$ cat config.mk
export PLATFORM = sky130hd
export DESIGN_NAME = channel_bypass_vote_logic
export DESIGN_NICKNAME = d
export VERILOG_FILES = /design/src/rtl/bypass_pkg.sv /design/src/rtl/sync2.sv /design/src/rtl/chan_select.sv /design/src/rtl/channel_bypass_vote_logic.sv
export SDC_FILE = /design/constraint.sdc
export NUM_CORES = 1
export LEC_CHECK = 0
export BUFFER_PORTS_ARGS = -buffer_cell sky130_fd_sc_hd__buf_2
export CAP_MARGIN = 10
export CORE_MARGIN = 2
export CORE_UTILIZATION = 50
export CTS_CLUSTER_DIAMETER = 150
export DETAILED_ROUTE_END_ITERATION = 8
export GPL_TIMING_DRIVEN = 1
export HOLD_SLACK_MARGIN = 0.12
export PLACE_DENSITY = 0.76
export SLEW_MARGIN = 20
export SYNTH_ARGS = -nofsm -noshare
export SYNTH_HDL_FRONTEND = slang
export SYNTH_SLANG_ARGS = --single-unit
export TNS_END_PERCENT = 100
$ cat constraint.sdc
create_clock -name mclk -period 11.6 [get_ports mclk]
set_clock_uncertainty 0.2 [all_clocks]
set_input_delay 2.32 -clock mclk [delete_from_list [all_inputs] [get_ports mclk]]
set_output_delay 2.32 -clock mclk [all_outputs]
set_load 0.005 [all_outputs]
$ cat src/rtl/bypass_pkg.sv
// constants, types and register map for the channel bypass and vote block
package bypass_pkg;
	localparam int unsigned NUM_CH = 4;
	localparam int unsigned VOTE_MIN = 2;
	// register byte offsets
	localparam logic [7:0] ctrl_off     = 8'h00;
	localparam logic [7:0] status_off   = 8'h04;
	localparam logic [7:0] int_stat_off = 8'h08;
	localparam logic [7:0] int_en_off   = 8'h0c;
	localparam logic [7:0] int_clr_off  = 8'h10;
	localparam logic [7:0] param_off    = 8'h14;
	// ctrl fields
	localparam int unsigned CTRL_TEST_BIT = 0;
	localparam int unsigned CTRL_MANIND_BIT = 1;
	// interrupt status fields
	localparam int unsigned IRQ_ALARM = 0;
	localparam int unsigned IRQ_TRIP = 1;
	localparam int unsigned IRQ_REFUSED = 2;
	localparam int unsigned IRQ_DONE = 3;
	localparam int unsigned IRQ_W = 4;
	localparam logic [31:0] ctrl_rst = 32'h0000_0000;
	localparam logic [31:0] param_rst = 32'h0000_0000;
	// per-channel source selection
	typedef enum logic [1:0] {
		sel_forward = 2'b00,
		sel_notrip  = 2'b01,
		sel_trip    = 2'b11
	} sel_t;
endpackage

$ cat src/rtl/sync2.sv
// two-flop level synchroniser
`timescale 1ns/1ns
module sync2 #(
	parameter int unsigned W = 1
) (
	// clock and reset
	input  wire logic         mclk,
	input  wire logic         reset,
	// level in and out
	input  wire logic [W-1:0] d,
	output logic      [W-1:0] q
);
	logic [W-1:0] meta_r;

	// first stage feeds only the second stage
	always_ff @(posedge mclk or posedge reset) begin
		if (reset) begin
			meta_r <= '0;
			q      <= '0;
		end else begin
			meta_r <= d;
			q      <= meta_r;
		end
	end
endmodule

$ cat src/rtl/chan_select.sv
// one channel: choose forwarded, forced no-trip or forced trip value
`timescale 1ns/1ns
module chan_select (
	// clock and reset
	input  wire logic mclk,
	input  wire logic reset,
	// packet from the safety function module
	input  wire logic pkt_strobe,
	input  wire logic pkt_valid,
	input  wire logic pkt_result,
	input  wire logic pkt_oos,
	// synchronised trip/bypass switch, high selects trip
	input  wire logic sw_trip,
	// outputs
	output logic      vote_out,
	output logic      oos_r,
	output logic      alarm_r,
	output logic      forced_r
);
	logic result_r;
	logic use_switch;
	bypass_pkg::sel_t sel;

	// out-of-service comes only from the packet field
	assign use_switch = alarm_r | oos_r;
	assign sel = !use_switch ? bypass_pkg::sel_forward
	           : (sw_trip ? bypass_pkg::sel_trip : bypass_pkg::sel_notrip);

	// latch packet content; an invalid packet keeps alarm until a good one
	always_ff @(posedge mclk or posedge reset) begin
		if (reset) begin
			result_r <= 1'b0;
			oos_r    <= 1'b0;
			alarm_r  <= 1'b1; // no packet yet counts as no valid response
		end else if (pkt_strobe) begin
			alarm_r <= !pkt_valid;
			if (pkt_valid) begin
				result_r <= pkt_result;
				oos_r    <= pkt_oos;
			end
		end
	end

	// the value to the voting stage
	always_comb begin
		case (sel)
			bypass_pkg::sel_forward: vote_out = result_r;
			bypass_pkg::sel_notrip:  vote_out = 1'b0;
			bypass_pkg::sel_trip:    vote_out = 1'b1;
			default:                 vote_out = 1'b1;     // fail safe to trip
		endcase
	end

	always_ff @(posedge mclk or posedge reset) begin
		if (reset) begin
			forced_r <= 1'b0;
		end else begin
			forced_r <= use_switch;
		end
	end
endmodule

$ cat src/rtl/channel_bypass_vote_logic.sv
// top: four channel bypass selection, 2oo4 vote, status and apb registers
//
// The implementer's own choices: the APB slave port and the placing of the registers.
`timescale 1ns/1ns
module channel_bypass_vote_logic #(
	parameter int unsigned N = bypass_pkg::NUM_CH
) (
	// clock and reset
	input  wire logic          mclk,
	input  wire logic          reset,
	// apb slave
	input  wire logic          psel,
	input  wire logic          penable,
	input  wire logic          pwrite,
	input  wire logic [7:0]    paddr,
	input  wire logic [31:0]   pwdata,
	output logic      [31:0]   prdata,
	output logic               pready,
	output logic               pslverr,
	// packets from the safety function modules, one per channel
	input  wire logic [N-1:0]  pkt_strobe,
	input  wire logic [N-1:0]  pkt_valid,
	input  wire logic [N-1:0]  pkt_result,
	input  wire logic [N-1:0]  pkt_oos,
	// trip/bypass switch levels from the hardwired input module backplane
	input  wire logic [N-1:0]  sw_trip_bp,
	// cooling valve open position
	input  wire logic          valve_open,
	// voting result, trip breaker drive and cooling completion
	output logic               trip_vote,
	output logic               breaker_trip,
	output logic               cooling_done,
	// status to control and display systems
	output logic [N-1:0]       stat_bypass,
	output logic [N-1:0]       stat_trip,
	output logic [N-1:0]       stat_oos,
	output logic [N-1:0]       stat_alarm,
	output logic               manual_bypass_ind,
	// interrupt
	output logic               irq
);
	logic [N-1:0] sw_trip_s;
	logic [N-1:0] vote_in;
	logic [N-1:0] oos;
	logic [N-1:0] alarm;
	logic [N-1:0] forced;
	logic [31:0]  ctrl_r;
	logic [31:0]  param_r;
	logic [bypass_pkg::IRQ_W-1:0] ist_r;
	logic [bypass_pkg::IRQ_W-1:0] ien_r;
	logic [bypass_pkg::IRQ_W-1:0] ev;
	logic [bypass_pkg::IRQ_W-1:0] clr;
	logic [31:0]  rd_mux;
	logic         wr_acc;
	logic         rd_acc;
	logic         hit;
	logic         vote;
	logic         vote_d_r;
	logic         any_oos;
	logic         param_wr;
	logic [2:0]   cnt;

	// switch levels arrive as backplane logic and are synchronised first
	sync2 #(.W(N)) u_sw_sync (
		.mclk  (mclk),
		.reset (reset),
		.d     (sw_trip_bp),
		.q     (sw_trip_s)
	);

	// one selector per channel; the divisions after the vote add no bypass
	generate
		for (genvar i = 0; i < N; i++) begin : g_ch
			chan_select u_sel (
				.mclk       (mclk),
				.reset      (reset),
				.pkt_strobe (pkt_strobe[i]),
				.pkt_valid  (pkt_valid[i]),
				.pkt_result (pkt_result[i]),
				.pkt_oos    (pkt_oos[i]),
				.sw_trip    (sw_trip_s[i]),
				.vote_out   (vote_in[i]),
				.oos_r      (oos[i]),
				.alarm_r    (alarm[i]),
				.forced_r   (forced[i])
			);
		end
	endgenerate

	// count trip votes; threshold is fixed whatever the bypass state
	always_comb begin
		cnt = 3'd0;
		for (int k = 0; k < N; k++) begin
			cnt = cnt + {2'b00, vote_in[k]};
		end
	end
	assign vote = (cnt >= 3'(bypass_pkg::VOTE_MIN));

	// apb decode; zero wait states
	assign wr_acc = psel & penable & pwrite;
	assign rd_acc = psel & penable & !pwrite;
	assign hit = (paddr == bypass_pkg::ctrl_off) | (paddr == bypass_pkg::status_off)
	           | (paddr == bypass_pkg::int_stat_off) | (paddr == bypass_pkg::int_en_off)
	           | (paddr == bypass_pkg::int_clr_off) | (paddr == bypass_pkg::param_off);
	assign any_oos = |oos;
	assign param_wr = wr_acc & (paddr == bypass_pkg::param_off);
	assign clr = (wr_acc && paddr == bypass_pkg::int_clr_off)
	           ? pwdata[bypass_pkg::IRQ_W-1:0] : '0;

	// events that set sticky status bits
	assign ev[bypass_pkg::IRQ_ALARM]   = |alarm;
	assign ev[bypass_pkg::IRQ_TRIP]    = vote & !vote_d_r;
	assign ev[bypass_pkg::IRQ_REFUSED] = param_wr & !any_oos;
	assign ev[bypass_pkg::IRQ_DONE]    = cooling_done;

	// read mux; write-only clear reads zero
	always_comb begin
		case (paddr)
			bypass_pkg::ctrl_off:     rd_mux = ctrl_r;
			bypass_pkg::status_off:   rd_mux = {16'h0000, alarm, oos, forced, vote_in};
			bypass_pkg::int_stat_off: rd_mux = {28'h0000000, ist_r};
			bypass_pkg::int_en_off:   rd_mux = {28'h0000000, ien_r};
			bypass_pkg::param_off:    rd_mux = param_r;
			default:                  rd_mux = 32'h0000_0000;
		endcase
	end

	// apb outputs registered
	always_ff @(posedge mclk or posedge reset) begin
		if (reset) begin
			prdata  <= 32'h0000_0000;
			pready  <= 1'b0;
			pslverr <= 1'b0;
		end else begin
			pready  <= psel & !penable;
			pslverr <= psel & !penable & !hit;
			prdata  <= (psel & !penable & !pwrite) ? rd_mux : prdata;
		end
	end

	// control and parameter registers
	always_ff @(posedge mclk or posedge reset) begin
		if (reset) begin
			ctrl_r  <= bypass_pkg::ctrl_rst;
			param_r <= bypass_pkg::param_rst;
			ien_r   <= '0;
		end else begin
			if (wr_acc && pready && paddr == bypass_pkg::ctrl_off) ctrl_r <= pwdata;
			if (wr_acc && pready && paddr == bypass_pkg::int_en_off)
				ien_r <= pwdata[bypass_pkg::IRQ_W-1:0];
			if (param_wr && pready && any_oos) param_r <= pwdata;
		end
	end

	// sticky status: set wins over clear
	always_ff @(posedge mclk or posedge reset) begin
		if (reset) begin
			ist_r <= '0;
		end else begin
			ist_r <= (ist_r & ~(pready ? clr : '0)) | (ev & {bypass_pkg::IRQ_W{1'b1}}
			         & {1'b1, 1'b1, pready, 1'b1});
		end
	end

	// vote, breaker, completion and status outputs
	always_ff @(posedge mclk or posedge reset) begin
		if (reset) begin
			vote_d_r          <= 1'b0;
			trip_vote         <= 1'b0;
			breaker_trip      <= 1'b0;
			cooling_done      <= 1'b0;
			stat_bypass       <= '0;
			stat_trip         <= '0;
			stat_oos          <= '0;
			stat_alarm        <= '0;
			manual_bypass_ind <= 1'b0;
			irq               <= 1'b0;
		end else begin
			vote_d_r     <= vote;
			trip_vote    <= vote;
			// breaker drive held off while the trip logic is tested
			breaker_trip <= vote & !ctrl_r[bypass_pkg::CTRL_TEST_BIT];
			// completion needs the valve open report, not the command alone
			cooling_done <= vote & valve_open;
			stat_bypass  <= forced & ~sw_trip_s;
			stat_trip    <= vote_in;
			stat_oos     <= oos;
			stat_alarm   <= alarm;
			manual_bypass_ind <= ctrl_r[bypass_pkg::CTRL_MANIND_BIT] | (|(forced & ~sw_trip_s));
			irq          <= |(ist_r & ien_r);
		end
	end
endmodule

==> metrics.md <==
| Metric | Value |
|---|---|
| Status | finished clean |
| Ys async rst share | 100.0% |
| Core Footprint | 12110 um2 |
| Synthesis Warnings | 0 |
| Top FF cell, synth | dfrtp_1 |
| Vias | 4292 |
| RR Startpoint | pready |
| CP Cell Sequence | buf_2 -> or3_1 -> nand2b_2 -> nor3_4 -> buf_4 -> mux2_2 |
| Placed Instance Area | 6953 um2 |
| Sequential share of the synthesized area | 60.71% |
| Starting Density | 51.46% |
| First-pass GRT wire length | 23180 um |
| CP peak stage delay | 650 ps |
| Tightest Pin Transition | 1125 ps |
| Min cycle time layout | 4656 ps |
| Hold_buf cts | 0 |
| Setup WS post-layout | 6944 ps |
| Highest net fanout along the worst path | 17 |
| Initial drt markers | 268 |
| Die area | 13370 um2 |
| Die width | 115.6 um |
| Worst setup SP type | primary input |
| Cell area after layout | 7652 um2 |
| Crit path kind | in2reg |
| RSZ-0062 raised after global routing | false |
| LEAKAGE | 3.661 nW |
| Synthesized area | 6232 um2 |
| Clk Tree Root Cell | clkbuf_16 |
| Vias in the first global route | 4371 |
| Total Routing Usage GR | 23.10% |
| Post-CTS setup buffers | 0 |
| Worst vdd ir | 85.73 uV |
| Row cnt | 40 |
| Skew-Pair Late Insertion Delay | 410 ps |
| Worst Setup EP | ctrl_r[17] |
| H-tree Lvls | 4 |
| Dpl hpwl | 10230 um |
| Routed wire length | 14730 um |
| Drt pass-1 iters | 6 |
| Fin nets | 644 |
| Final hold violation count | 0 |
| Ports | 121 |
| Avg Inst Size Synth | 13.73 um2 |
| WP data arrival | 4750 ps |
| Period utilization | 40.14% |
| Dpl ws | 6466 ps |
| HP Class | reg2reg |
| R2R depth | 4 |
| IO buf count | 120 |
| GPL Wtd Cong | 0.8773 |
| Fmax | 0.2148 GHz |
| Area growth, synth to finish | 22.79% |
| Clock-pin slew on the worst setup and hold paths | 50 ps |
| Worst R2R Setup Slack | 9060 ps |
| Final Max Slew Viols | 0 |
| Final std cells w/o fill | 758 |
| Total CTS buffers | 17 |
| CTS Buffer Depth | 2 |
| Final setup viols | 0 |
| Largest net degree at the start of global routing | 91 |
| GRT Residual Overflow | 0 |
| CP max stage cell | nor3_4 |
| Post-synth EDFFs | 0 |
| Inst Count DP | 726 |
| Syn_nets | 521 |
| Wire length per cell | 19.43 um |
| Critical Path Sink Type | register |
| Largest regs | ctrl_r (32), param_r (32), prdata (32) |
| Setup_tns | 0 ps |
| Count of cell types in the netlist | 51 |
| Sink Count | 151 |
| Reg-to-reg endpoint | ctrl_r[17] |
| Residual DRC | 0 |
| Worst path required time | 11690 ps |
| CTS resizes | 0 |
| # Max-Cap Violations | 0 |
| Initial antenna violation count | 2 |
| Layout cells sized above 1 | 42.95% |
| Slew HR | 24.79% |
| CTS tree | built |
| Die Y-Extent | 115.6 um |
| Critical path launch point | paddr[3] |
| Pwr per Cell Area | 166.6 nW/um2 |
| Synth Register Bits | 151 |
| Drt via density | 5.662 |
| Detail Route Antenna Nets | 0 |
| Post-Syn Instances | 454 |
how the worst min path moves through the flow:
stage                   startpoint  slack, ps  depth (start not counted)              to
6_report       u_sw_sync.meta_r[1]        150                          0  u_sw_sync.q[1]
5_1_grt        u_sw_sync.meta_r[3]        160                          0  u_sw_sync.q[3]
4_1_cts        u_sw_sync.meta_r[1]        150                          0  u_sw_sync.q[1]
3_5_place_dp   u_sw_sync.meta_r[3]        140                          0  u_sw_sync.q[3]
3_3_place_gp   u_sw_sync.meta_r[0]        130                          0  u_sw_sync.q[0]
2_1_floorplan  u_sw_sync.meta_r[0]        130                          0  u_sw_sync.q[0]
through the flow:
step / hold slack, ps / power [W] / utilization [%]
6_report: 147.3 / 0.001275 / 63.18
5_1_grt: 158.6 / 0.001317 / 63.18
4_1_cts: 149.7 / 0.001284 / 63.09
3_5_place_dp: 137.0 / 0.0006515 / 57.41
3_3_place_gp: 135.0 / 0.0006486 / 57.41
2_1_floorplan: 131.2 / 0.0006093 / -
cell type report:
cell class,instances,area (um2)
fillers,950,4459
flip-flops and latches,151,3784
multi-input cells,270,2268
repair buffers,127,656.9
clock buffers,23,498.0
well taps,168,210.2
clock inverters,8,190.2
inverters,10,42.54
diodes,1,2.502
report_power, final:
group          switching (W)  total [W]  internal [W]  leakage, nW
sequential         0.0000157   0.000565      0.000550         1.97
combinational      0.0000429  0.0000769     0.0000340         1.35
clock               0.000202   0.000633      0.000431        0.339
total               0.000261    0.00127       0.00101         3.66
per-layer routing:
layer	track usage [%]	vias up	routed length (um)
met2	37.39	169	7284
met3	5.178	31	793
li1	-	1897	-
met5	0	-	13
met4	9.286	2	349
met1	30.52	2193	6288
layout by cell type (no fill, tap or decap), types with 3 or more instances in the layout:
cell type	n
a2bb2oi_1	4
mux2i_1	7
bufinv_16	6
clkbuf_16	17
a22o_1	7
clkbuf_8	5
inv_1	9
buf_2	120
o21a_1	6
mux2_4	30
nor2b_1	7
a21oi_1	6
o21ai_0	27
and2_1	4
a22oi_1	23
dfrtp_1	147
nor4_1	3
mux2_2	49
nand2_1	37
buf_4	6
o31ai_1	3
nor2_1	10
nor3b_1	4
o2bb2ai_1	6
dfstp_2	4
Yosys cell counts (3+ instances only):
library cell  count  area (um2)
a21oi_1           6       30.03
nor2_1           10       37.54
mux2_4           30       450.4
a2bb2oi_1         4       35.03
inv_1            10       37.54
and2_1            4       25.02
dfrtp_1         147        3679
clkbuf_1         11       41.29
o2bb2ai_1         6       52.55
mux2i_1           7       70.07
mux2_2           49       551.8
a22oi_1          23       172.7
nor2b_1           7       43.79
a22o_1            7       61.31
nor4_1            3       18.77
dfstp_2           4       105.1
nand2_1          37       138.9
nor3_1            3       15.01
buf_6             8       90.09
o21ai_0          27       135.1
o31ai_1           3       22.52
nor3b_1           4       30.03
o21a_1            6       45.04
logic make-up after synthesis:
group	count (synthesis)	synth area share, %
flip-flops	151	60.71
AO/OA/AOI/OAI	94	10.58
AND/OR/NAND/NOR	89	8.131
multiplexers	86	17.21
buffers and inverters	33	3.052
adder cells (fa/ha/maj)	1	0.3212
critical path: cells and delay by family:
kind | cells | cell delay [ps]
muxes | 1 | 380
buffers and inverters | 2 | 560
and+or+nand+nor | 3 | 1470
Note: power is estimated with default switching activity, not from simulation.
